**src/tcf_pkg.sv**
```systemverilog
// constants, types and helpers for the transmit cell fifo addressing block
`default_nettype none
package tcf_pkg;

  // ==========================================================
  // register offsets on the processor port
  localparam logic [15:0] OFS_CS_BASE = 16'h2040;
  localparam logic [15:0] OFS_FIFO_CFG = 16'h2050;
  localparam logic [15:0] OFS_WR_INDEX = 16'h2052;
  localparam logic [15:0] OFS_RD_INDEX = 16'h2054;

  // ==========================================================
  // field layout
  localparam int CS_BASE_W = 5;
  localparam int FIFO_BASE_W = 12;
  localparam int SIZE_LSB = 12;
  localparam int SIZE_MSB = 13;
  localparam int WR_INDEX_W = 8;
  localparam int RD_INDEX_W = 7;
  localparam int ENTRY_W = 12;
  localparam int ADDR_W = 21;
  localparam int DATA_W = 16;

  // ==========================================================
  // reset values
  localparam logic [4:0] RST_CS_BASE = 5'h00;
  localparam logic [11:0] RST_FIFO_BASE = 12'h000;
  localparam logic [1:0] RST_SIZE_CODE = 2'h0;
  localparam logic [7:0] RST_WR_INDEX = 8'h00;
  localparam logic [6:0] RST_RD_INDEX = 7'h00;

  // ==========================================================
  // size codes
  localparam logic [1:0] SIZE_16 = 2'h0;
  localparam logic [1:0] SIZE_32 = 2'h1;
  localparam logic [1:0] SIZE_64 = 2'h2;
  localparam logic [1:0] SIZE_128 = 2'h3;

  // ==========================================================
  // types
  typedef struct packed {
    logic [4:0] ctrl_struct_addr_high;
    logic [11:0] cell_fifo_base;
    logic [1:0] cell_fifo_size_code;
    logic [7:0] cell_fifo_wr_index;
  } tcf_cfg_t;

  typedef struct packed {
    logic cs;
    logic wr;
    logic rd;
    logic [15:0] addr;
    logic [15:0] wdata;
  } tcf_cpu_req_t;

  typedef enum logic [1:0] {
    TCF_IDLE = 2'h0,
    TCF_SEND = 2'h1
  } tcf_state_t;

  // ==========================================================
  // helpers
  function automatic logic [6:0] tcf_size_mask(input logic [1:0] code);
    case (code)
      SIZE_16: tcf_size_mask = 7'h0F;
      SIZE_32: tcf_size_mask = 7'h1F;
      SIZE_64: tcf_size_mask = 7'h3F;
      default: tcf_size_mask = 7'h7F;
    endcase
  endfunction

  // 64-byte cell slots above a 512-byte aligned base
  function automatic logic [20:0] tcf_cell_addr(input logic [11:0] base,
                                                input logic [6:0] idx);
    tcf_cell_addr = {base, 9'h000} + {8'h00, idx, 6'h00};
  endfunction

endpackage
`default_nettype wire

```
**src/tcf_regs.sv**
```systemverilog
// processor-port register file of the transmit cell fifo addressing block
`timescale 1ns/100ps
`default_nettype none
module tcf_regs (
  // clock and reset
  input wire logic clk,
  input wire logic rst_n,
  // processor port
  input wire tcf_pkg::tcf_cpu_req_t cpu_req,
  output logic [15:0] cpu_rdata,
  // block state and configuration
  input wire logic [6:0] rd_index,
  output tcf_pkg::tcf_cfg_t cfg
);

  typedef struct packed {
    tcf_pkg::tcf_cfg_t cfg;
    logic [15:0] rdata;
  } tcf_regs_st_t;

  tcf_regs_st_t st;
  tcf_regs_st_t next_st;

  // ==========================================================
  // write and read decode
  always_comb
  begin
    next_st = st;
    if (cpu_req.cs && cpu_req.wr)
    begin
      case (cpu_req.addr)
        tcf_pkg::OFS_CS_BASE:
          next_st.cfg.ctrl_struct_addr_high = cpu_req.wdata[4:0];
        tcf_pkg::OFS_FIFO_CFG:
        begin
          next_st.cfg.cell_fifo_base = cpu_req.wdata[11:0];
          next_st.cfg.cell_fifo_size_code =
            cpu_req.wdata[tcf_pkg::SIZE_MSB:tcf_pkg::SIZE_LSB];
        end
        tcf_pkg::OFS_WR_INDEX:
          next_st.cfg.cell_fifo_wr_index = cpu_req.wdata[7:0];
        default:
          next_st.cfg = st.cfg;
      endcase
    end
    next_st.rdata = 16'h0000;
    if (cpu_req.cs && cpu_req.rd)
    begin
      case (cpu_req.addr)
        tcf_pkg::OFS_CS_BASE:
          next_st.rdata = {11'h000, st.cfg.ctrl_struct_addr_high};
        tcf_pkg::OFS_FIFO_CFG:
          next_st.rdata = {2'h0, st.cfg.cell_fifo_size_code,
                           st.cfg.cell_fifo_base};
        tcf_pkg::OFS_WR_INDEX:
          next_st.rdata = {8'h00, st.cfg.cell_fifo_wr_index};
        tcf_pkg::OFS_RD_INDEX:
          next_st.rdata = {9'h000, rd_index};
        default:
          next_st.rdata = 16'h0000;
      endcase
    end
  end

  // ==========================================================
  // state register
  always_ff @(posedge clk)
  begin
    if (!rst_n)
    begin
      st.cfg.ctrl_struct_addr_high <= tcf_pkg::RST_CS_BASE;
      st.cfg.cell_fifo_base <= tcf_pkg::RST_FIFO_BASE;
      st.cfg.cell_fifo_size_code <= tcf_pkg::RST_SIZE_CODE;
      st.cfg.cell_fifo_wr_index <= tcf_pkg::RST_WR_INDEX;
      st.rdata <= 16'h0000;
    end
    else
    begin
      st <= next_st;
    end
  end

  assign cfg = st.cfg;
  assign cpu_rdata = st.rdata;

endmodule
`default_nettype wire

```
**src/tcf_tx_cell_fifo_addr.sv**
```systemverilog
// transmit control-structure addressing and non-cbr cell fifo pointers
//
// Overview of operation
// - control structure address from base and entry
// - fifo base gives bits 20:9, low zero
// - each cell takes one 64-byte slot
// - size code selects 16/32/64/128 cells
// - cell at write index is never sent
// - write index reads zero above bit 7
// - read index shows cell being sent
// - unused base and read index bits zero
// - fifo config bits 15:14 read zero
`timescale 1ns/100ps
`default_nettype none
module tcf_tx_cell_fifo_addr (
  // clock and reset
  input wire logic clk,
  input wire logic rst_n,
  // processor port
  input wire tcf_pkg::tcf_cpu_req_t cpu_req,
  output logic [15:0] cpu_rdata,
  // from transmit control register
  input wire logic cell_fifo_enable,
  // control-structure fetch from scheduler
  input wire logic cs_fetch,
  input wire logic [11:0] cs_entry,
  output logic cs_addr_valid,
  output logic [20:0] cs_addr,
  // cell drain toward the transmit segmenter
  output logic cell_valid,
  output logic [20:0] cell_addr,
  output logic [6:0] cell_fifo_rd_index,
  input wire logic cell_done,
  output logic cell_fifo_empty
);

  typedef struct packed {
    tcf_pkg::tcf_state_t fsm;
    logic [6:0] rd_index;
    logic [20:0] cell_addr;
    logic [20:0] cs_addr;
    logic cs_addr_valid;
  } tcf_main_st_t;

  tcf_main_st_t st;
  tcf_main_st_t next_st;
  tcf_pkg::tcf_cfg_t cfg;
  logic [6:0] size_mask;
  logic [6:0] wr_masked;
  logic [6:0] rd_masked;
  logic empty;
  logic avail;

  // ==========================================================
  // register file
  tcf_regs u_regs (
    .clk(clk),
    .rst_n(rst_n),
    .cpu_req(cpu_req),
    .cpu_rdata(cpu_rdata),
    .rd_index(st.rd_index),
    .cfg(cfg)
  );

  // ==========================================================
  // fifo occupancy
  always_comb
  begin
    size_mask = tcf_pkg::tcf_size_mask(cfg.cell_fifo_size_code);
    // wide write index folds onto the configured ring
    wr_masked = cfg.cell_fifo_wr_index[6:0] & size_mask;
    rd_masked = st.rd_index & size_mask;
    empty = (rd_masked == wr_masked);
    avail = cell_fifo_enable && !empty;
  end

  // ==========================================================
  // next state
  always_comb
  begin
    next_st = st;
    next_st.cs_addr_valid = 1'b0;
    if (cs_fetch)
    begin
      // base on 20:16, entry on 15:4
      next_st.cs_addr = {cfg.ctrl_struct_addr_high, cs_entry, 4'h0};
      next_st.cs_addr_valid = 1'b1;
    end
    case (st.fsm)
      tcf_pkg::TCF_IDLE:
      begin
        if (avail)
        begin
          // slot n sits n*64 above base
          next_st.cell_addr =
            tcf_pkg::tcf_cell_addr(cfg.cell_fifo_base, rd_masked);
          next_st.fsm = tcf_pkg::TCF_SEND;
        end
      end
      tcf_pkg::TCF_SEND:
      begin
        if (cell_done)
        begin
          next_st.rd_index = (st.rd_index + 7'h01) & size_mask;
          next_st.fsm = tcf_pkg::TCF_IDLE;
        end
      end
      default:
        next_st.fsm = tcf_pkg::TCF_IDLE;
    endcase
  end

  // ==========================================================
  // state register
  always_ff @(posedge clk)
  begin
    if (!rst_n)
    begin
      st.fsm <= tcf_pkg::TCF_IDLE;
      st.rd_index <= tcf_pkg::RST_RD_INDEX;
      st.cell_addr <= 21'h000000;
      st.cs_addr <= 21'h000000;
      st.cs_addr_valid <= 1'b0;
    end
    else
    begin
      st <= next_st;
    end
  end

  // ==========================================================
  // outputs
  // a cell in flight finishes even if enable drops meanwhile
  assign cell_valid = (st.fsm == tcf_pkg::TCF_SEND);
  assign cell_addr = st.cell_addr;
  assign cell_fifo_rd_index = st.rd_index;
  assign cell_fifo_empty = empty;
  assign cs_addr = st.cs_addr;
  assign cs_addr_valid = st.cs_addr_valid;

endmodule
`default_nettype wire

```
**config.mk**
```make
export PLATFORM = sky130hd
export DESIGN_NAME = tcf_tx_cell_fifo_addr
export DESIGN_NICKNAME = d
export VERILOG_FILES = /design/src/tcf_pkg.sv /design/src/tcf_regs.sv /design/src/tcf_tx_cell_fifo_addr.sv
export SDC_FILE = /design/constraint.sdc
export NUM_CORES = 1
export LEC_CHECK = 0
export ABC_AREA = 1
export BUFFER_PORTS_ARGS = -buffer_cell sky130_fd_sc_hd__buf_2
export CELL_PAD_IN_SITES_DETAIL_PLACEMENT = 1
export CELL_PAD_IN_SITES_GLOBAL_PLACEMENT = 2
export CORE_MARGIN = 2
export CORE_UTILIZATION = 30
export DETAILED_ROUTE_END_ITERATION = 6
export PLACE_DENSITY_LB_ADDON = 0.1
export SLEW_MARGIN = 15
export SYNTH_ARGS = -nofsm -noshare
export SYNTH_HDL_FRONTEND = slang
export SYNTH_HIERARCHICAL = 1
export SYNTH_SLANG_ARGS = --single-unit
export TNS_END_PERCENT = 5
```
**constraint.sdc**
```tcl
create_clock -name clk -period 3.4 [get_ports clk]
set_clock_uncertainty 0.15 [all_clocks]
set_input_delay 0.51 -clock clk [delete_from_list [all_inputs] [get_ports clk]]
set_output_delay 0.51 -clock clk [all_outputs]
set_load 0.01 [all_outputs]
```
==> run_summary.xml <==
<?xml version="1.0" encoding="UTF-8"?>
<metrics>
  <group name="run_status">
    <metric name="outcome" unit="">completed</metric>
  </group>
  <group name="run">
    <metric name="cap_viol_max_count" unit="">0</metric>
  </group>
  <group name="logic_synthesis">
    <metric name="synth_warnings" unit="">6</metric>
    <metric name="synth_cell_types" unit="">30</metric>
    <metric name="synth_area" unit="um^2">4270</metric>
    <metric name="synth-seq-area-share" unit="%">38.4</metric>
    <metric name="synth.top_cell.area_share" unit="%">38.4</metric>
    <metric name="instance_count_of_the_mapped_netlist" unit="">626</metric>
    <metric name="synth.largest_area_cell" unit="">sky130_fd_sc_hd__dfxtp_1</metric>
    <metric name="top_area_cells_in_the_synthesized_netlist" unit="">sky130_fd_sc_hd__dfxtp_1 (38%), sky130_fd_sc_hd__nand2_1 (15%), sky130_fd_sc_hd__buf_4 (9.3%), sky130_fd_sc_hd__nor2_1 (9.3%), sky130_fd_sc_hd__inv_1 (4.9%)</metric>
    <metric name="post_synth.cell_area_avg" unit="um^2">6.82</metric>
    <metric name="synth_seq_cells" unit="">82</metric>
  </group>
  <group name="floorplan">
    <metric name="placeableCoreArea" unit="um^2">13900</metric>
    <metric name="dieHeight" unit="um">123</metric>
    <metric name="floorplan.initialDensity" unit="%">30.8</metric>
    <metric name="floorplan.die_area" unit="um^2">15200</metric>
    <metric name="placementRows" unit="">43</metric>
    <metric name="die_width" unit="um">123</metric>
    <metric name="design.portCount" unit="">120</metric>
  </group>
  <group name="setup_path">
    <metric name="r2r_setup_slack" unit="ns">1.16</metric>
    <metric name="maximum_fanout_along_the_worst_path" unit="">8</metric>
    <metric name="worstSetupEndpointType" unit="">primary output</metric>
    <metric name="cp_num_cells" unit="">6</metric>
    <metric name="cpMaxStageDelayCell" unit="">sky130_fd_sc_hd__dfxtp_1</metric>
    <metric name="critPathArrivalTime" unit="ns">1.64</metric>
    <metric name="worst-setup-path-type" unit="">flop to primary output</metric>
    <metric name="crit_path_cell_trace" unit="">xnor2_1 -&gt; nand2_1 -&gt; nor2_1 -&gt; nand2_4 -&gt; inv_1 -&gt; buf_2</metric>
    <metric name="r2r.worst_path.cells" unit="">10</metric>
    <metric name="timing.critical_path.slowest_cell_delay" unit="ns">0.51</metric>
    <metric name="timing.critical_path.required" unit="ns">2.74</metric>
    <metric name="worst_path_dominant_cell_family" unit="">flip-flops</metric>
    <metric name="regToRegStartpoint" unit="">u_regs/cfg[9]</metric>
    <metric name="cp_num_buf_inv" unit="">2</metric>
    <metric name="setup.worst_path.start_class" unit="">flop</metric>
    <metric name="worstReg2RegEnd" unit="">cell_addr[19]</metric>
  </group>
  <group name="routing">
    <metric name="met2_wirelength" unit="um">5880</metric>
    <metric name="drt-wirelength-per-cell" unit="um">13.5</metric>
    <metric name="drcViolationCount" unit="">0</metric>
    <metric name="drt_wl_total" unit="um">11700</metric>
    <metric name="wl_met3" unit="um">498</metric>
    <metric name="drtPass1Iterations" unit="">4</metric>
    <metric name="dr_vias_cell" unit="">4.50</metric>
    <metric name="highest-signal-layer" unit="">met4</metric>
    <metric name="via_count" unit="">3913</metric>
    <metric name="drt.antenna.violating_nets" unit="">0</metric>
    <metric name="met1Wirelength" unit="um">5130</metric>
    <metric name="drt-initial-drc-count" unit="">97</metric>
  </group>
  <group name="power_and_ir_drop">
    <metric name="design_power_total" unit="W">0.00206</metric>
    <metric name="combinationalPowerShare" unit="%">5.6</metric>
    <metric name="switching_share" unit="%">22.5</metric>
    <metric name="vdd_drop_max" unit="mV">0.195</metric>
    <metric name="cellInternalPower" unit="W">0.00159</metric>
    <metric name="share_seq_of_total_power" unit="%">47.7</metric>
    <metric name="share_clk_of_total_power" unit="%">46.7</metric>
    <metric name="switchingPower" unit="W">0.000463</metric>
    <metric name="power.density_cell_area" unit="nW/um^2">420</metric>
    <metric name="static-leakage-power" unit="nW">2.36</metric>
  </group>
  <group name="final_layout">
    <metric name="final_net_count" unit="">745</metric>
    <metric name="final_core_utilization" unit="%">35.2</metric>
    <metric name="insertedDiodeCount" unit="">0</metric>
    <metric name="layout-drive-gt1-share" unit="%">20.6</metric>
    <metric name="filler_cell_count" unit="">1812</metric>
    <metric name="layout-area-overhead-vs-synth" unit="%">14.5</metric>
  </group>
  <group name="sta">
    <metric name="grt_setup_unrepaired" unit="">no</metric>
    <metric name="finalSetupViolations" unit="">0</metric>
    <metric name="finalMaxSlewViolations" unit="">0</metric>
    <metric name="maxClockFrequency" unit="MHz">435</metric>
    <metric name="tightest_slew" unit="ns">0.601</metric>
    <metric name="fin_worst_hold_slack" unit="ns">0.241</metric>
    <metric name="finalCriticalPeriod" unit="ns">2.30</metric>
    <metric name="slew_headroom" unit="%">59.8</metric>
    <metric name="final.setup.tns" unit="ns">0</metric>
    <metric name="layout_worst_path_cycle_share" unit="%">67.7</metric>
    <metric name="hold_viol" unit="">0</metric>
  </group>
  <group name="clock_network">
    <metric name="cts_inserted_buffers" unit="">9</metric>
    <metric name="cts.reportedPaths.clkPinSlew" unit="ns">0.06</metric>
    <metric name="cts.sink_count" unit="">82</metric>
    <metric name="cts_hold_repair.buffers" unit="">0</metric>
    <metric name="clk_root_buffer_cell" unit="">sky130_fd_sc_hd__clkbuf_16</metric>
    <metric name="cts_setup_buffers" unit="">0</metric>
    <metric name="tritoncts" unit="">done</metric>
    <metric name="worstSkewPairLatency" unit="ns">0.34</metric>
    <metric name="ctsLongestPathBuffers" unit="">2</metric>
    <metric name="ctsHtreeMaxLevel" unit="">3</metric>
    <metric name="post_cts_resized" unit="">0</metric>
  </group>
  <group name="worst_hold_path">
    <metric name="hold_path.class" unit="">input port to flop</metric>
    <metric name="hold_depth" unit="">3</metric>
    <metric name="worst_min_path_start" unit="">cs_entry[3]</metric>
    <metric name="hold-path-endpoint" unit="">cs_addr[7]</metric>
  </group>
  <group name="placed_design">
    <metric name="place_hpwl" unit="um">8910</metric>
    <metric name="buffer_ports.inserted" unit="">105</metric>
    <metric name="gp_congestion" unit="">0.768</metric>
  </group>
  <group name="global_routing">
    <metric name="initial_antenna_violation_count" unit="">0</metric>
    <metric name="global_route_total_overflow" unit="">0</metric>
    <metric name="grt_pass1_vias" unit="">3888</metric>
    <metric name="grt_start_max_net_pins" unit="">41</metric>
    <metric name="grt_usage" unit="%">16.2</metric>
    <metric name="grt_first_pass_wirelength" unit="um">19000</metric>
  </group>
</metrics>
==> tightest hold or removal path: cells and delay by family <==
family,cells,cell delay [ns]
and+or+nand+nor,2,0.11
buffers and inverters,1,0.07
==> worst max-delay path by stage <==
stage,start,endpoint
after floorplan,u_regs/cfg[9],cell_addr[19]
after global placement,cpu_req[27],u_regs/cfg[9]
after detailed placement,cpu_req[27],u_regs/cfg[19]
after CTS,cell_fifo_rd_index[2],cell_fifo_empty
after global routing,u_regs/cfg[9],cell_addr[19]
final,cell_fifo_rd_index[2],cell_fifo_empty
==> cells in the mapped netlist <==
| cell type | instances |
|---|---|
| sky130_fd_sc_hd__nor2_4 | 2 |
| sky130_fd_sc_hd__clkbuf_1 | 10 |
| sky130_fd_sc_hd__nor3_1 | 3 |
| sky130_fd_sc_hd__nand2_2 | 3 |
| sky130_fd_sc_hd__o211ai_1 | 1 |
| sky130_fd_sc_hd__fa_1 | 1 |
| sky130_fd_sc_hd__buf_4 | 53 |
| sky130_fd_sc_hd__nand4_1 | 6 |
| sky130_fd_sc_hd__nor2_8 | 1 |
| sky130_fd_sc_hd__clkinv_2 | 1 |
| sky130_fd_sc_hd__dfxtp_1 | 82 |
| sky130_fd_sc_hd__nand3_1 | 36 |
| sky130_fd_sc_hd__nand2_4 | 1 |
| sky130_fd_sc_hd__buf_2 | 3 |
| sky130_fd_sc_hd__xnor2_1 | 4 |
| sky130_fd_sc_hd__o21ai_1 | 1 |
| sky130_fd_sc_hd__o21ai_0 | 26 |
| sky130_fd_sc_hd__a21oi_1 | 32 |
| sky130_fd_sc_hd__clkinv_1 | 2 |
| sky130_fd_sc_hd__nor2_2 | 6 |
| sky130_fd_sc_hd__nor2_1 | 106 |
| sky130_fd_sc_hd__inv_2 | 3 |
| sky130_fd_sc_hd__ha_1 | 5 |
| sky130_fd_sc_hd__nand3_4 | 4 |
| sky130_fd_sc_hd__buf_6 | 2 |
| sky130_fd_sc_hd__xor2_1 | 3 |
| sky130_fd_sc_hd__nand2_1 | 167 |
| sky130_fd_sc_hd__nand3b_1 | 4 |
| sky130_fd_sc_hd__conb_1 | 2 |
| sky130_fd_sc_hd__inv_1 | 56 |
==> sequential cells by signal (all words and copies together) (netlist names) <==
| name | cells |
|---|---|
| u_regs/cpu_rdata | 14 |
| cs_addr_valid | 1 |
| st | 1 |
| u_regs/cfg | 27 |
| cell_addr | 15 |
| cell_fifo_rd_index | 7 |
| cs_addr | 17 |
==> stage by stage <==
stage | setup slack [ns] | instance area [um^2] | cells
finish | 1.10 | 4890 | 869
detailed placement | 0.968 | 4610 | 856
global placement | 1.04 | 4610 | 856
CTS | 1.03 | 4890 | 869
global route | 0.807 | 4890 | 869
floorplan | 1.56 | 4310 | 636
==> routing by layer <==
metal	vias up	GRT usage (%)
met5	-	0
met2	69	28.4
met4	0	7.17
met3	16	3.41
li1	2004	-
met1	1824	19.0
==> cell type report <==
type / instances / area (um^2) / area share, %
clock buffers: 10 / 239 / 4.89
multi-input cells: 424 / 1960 / 40.1
clock inverters: 3 / 42.5 / 0.870
repair buffers: 108 / 548 / 11.2
well taps: 180 / 225 / 4.61
flip-flops and latches: 82 / 1640 / 33.6
inverters: 62 / 234 / 4.79
==> logic make-up after synthesis <==
family                   synth area share [%]
AO/OA/AOI/OAI                            7.09
XOR/XNOR                                 1.44
AND/OR/NAND/NOR                          34.4
adder cells (fa/ha/maj)                  1.93
buffers and inverters                    16.6
flip-flops                               38.4
other                                   0.176
==> layout by cell type, fill, tap and decap left out, drive strengths merged <==
| cell type | count |
|---|---|
| nand3b | 4 |
| ha | 5 |
| a21oi | 32 |
| o21ai | 27 |
| nand3 | 40 |
| clkinvlp | 1 |
| clkbuf | 10 |
| dfxtp | 82 |
| buf | 108 |
| o211ai | 1 |
| nand4 | 6 |
| bufinv | 1 |
| nand2 | 171 |
| conb | 12 |
| nor3 | 3 |
| xnor2 | 4 |
| clkinv | 4 |
| nor2 | 115 |
| xor2 | 3 |
| inv | 59 |
| fa | 1 |
==> power groups by stage <==
stage	clock network, W	logic, W	registers [W]
2_1_floorplan	0	0.0000834	0.00100
5_1_grt	0.00104	0.000131	0.000981
4_1_cts	0.00100	0.000117	0.000980
3_3_place_gp	0	0.000115	0.00100
3_5_place_dp	0	0.000116	0.00100
6_report	0.000961	0.000114	0.000980
Power figures use the tool's default switching activity.
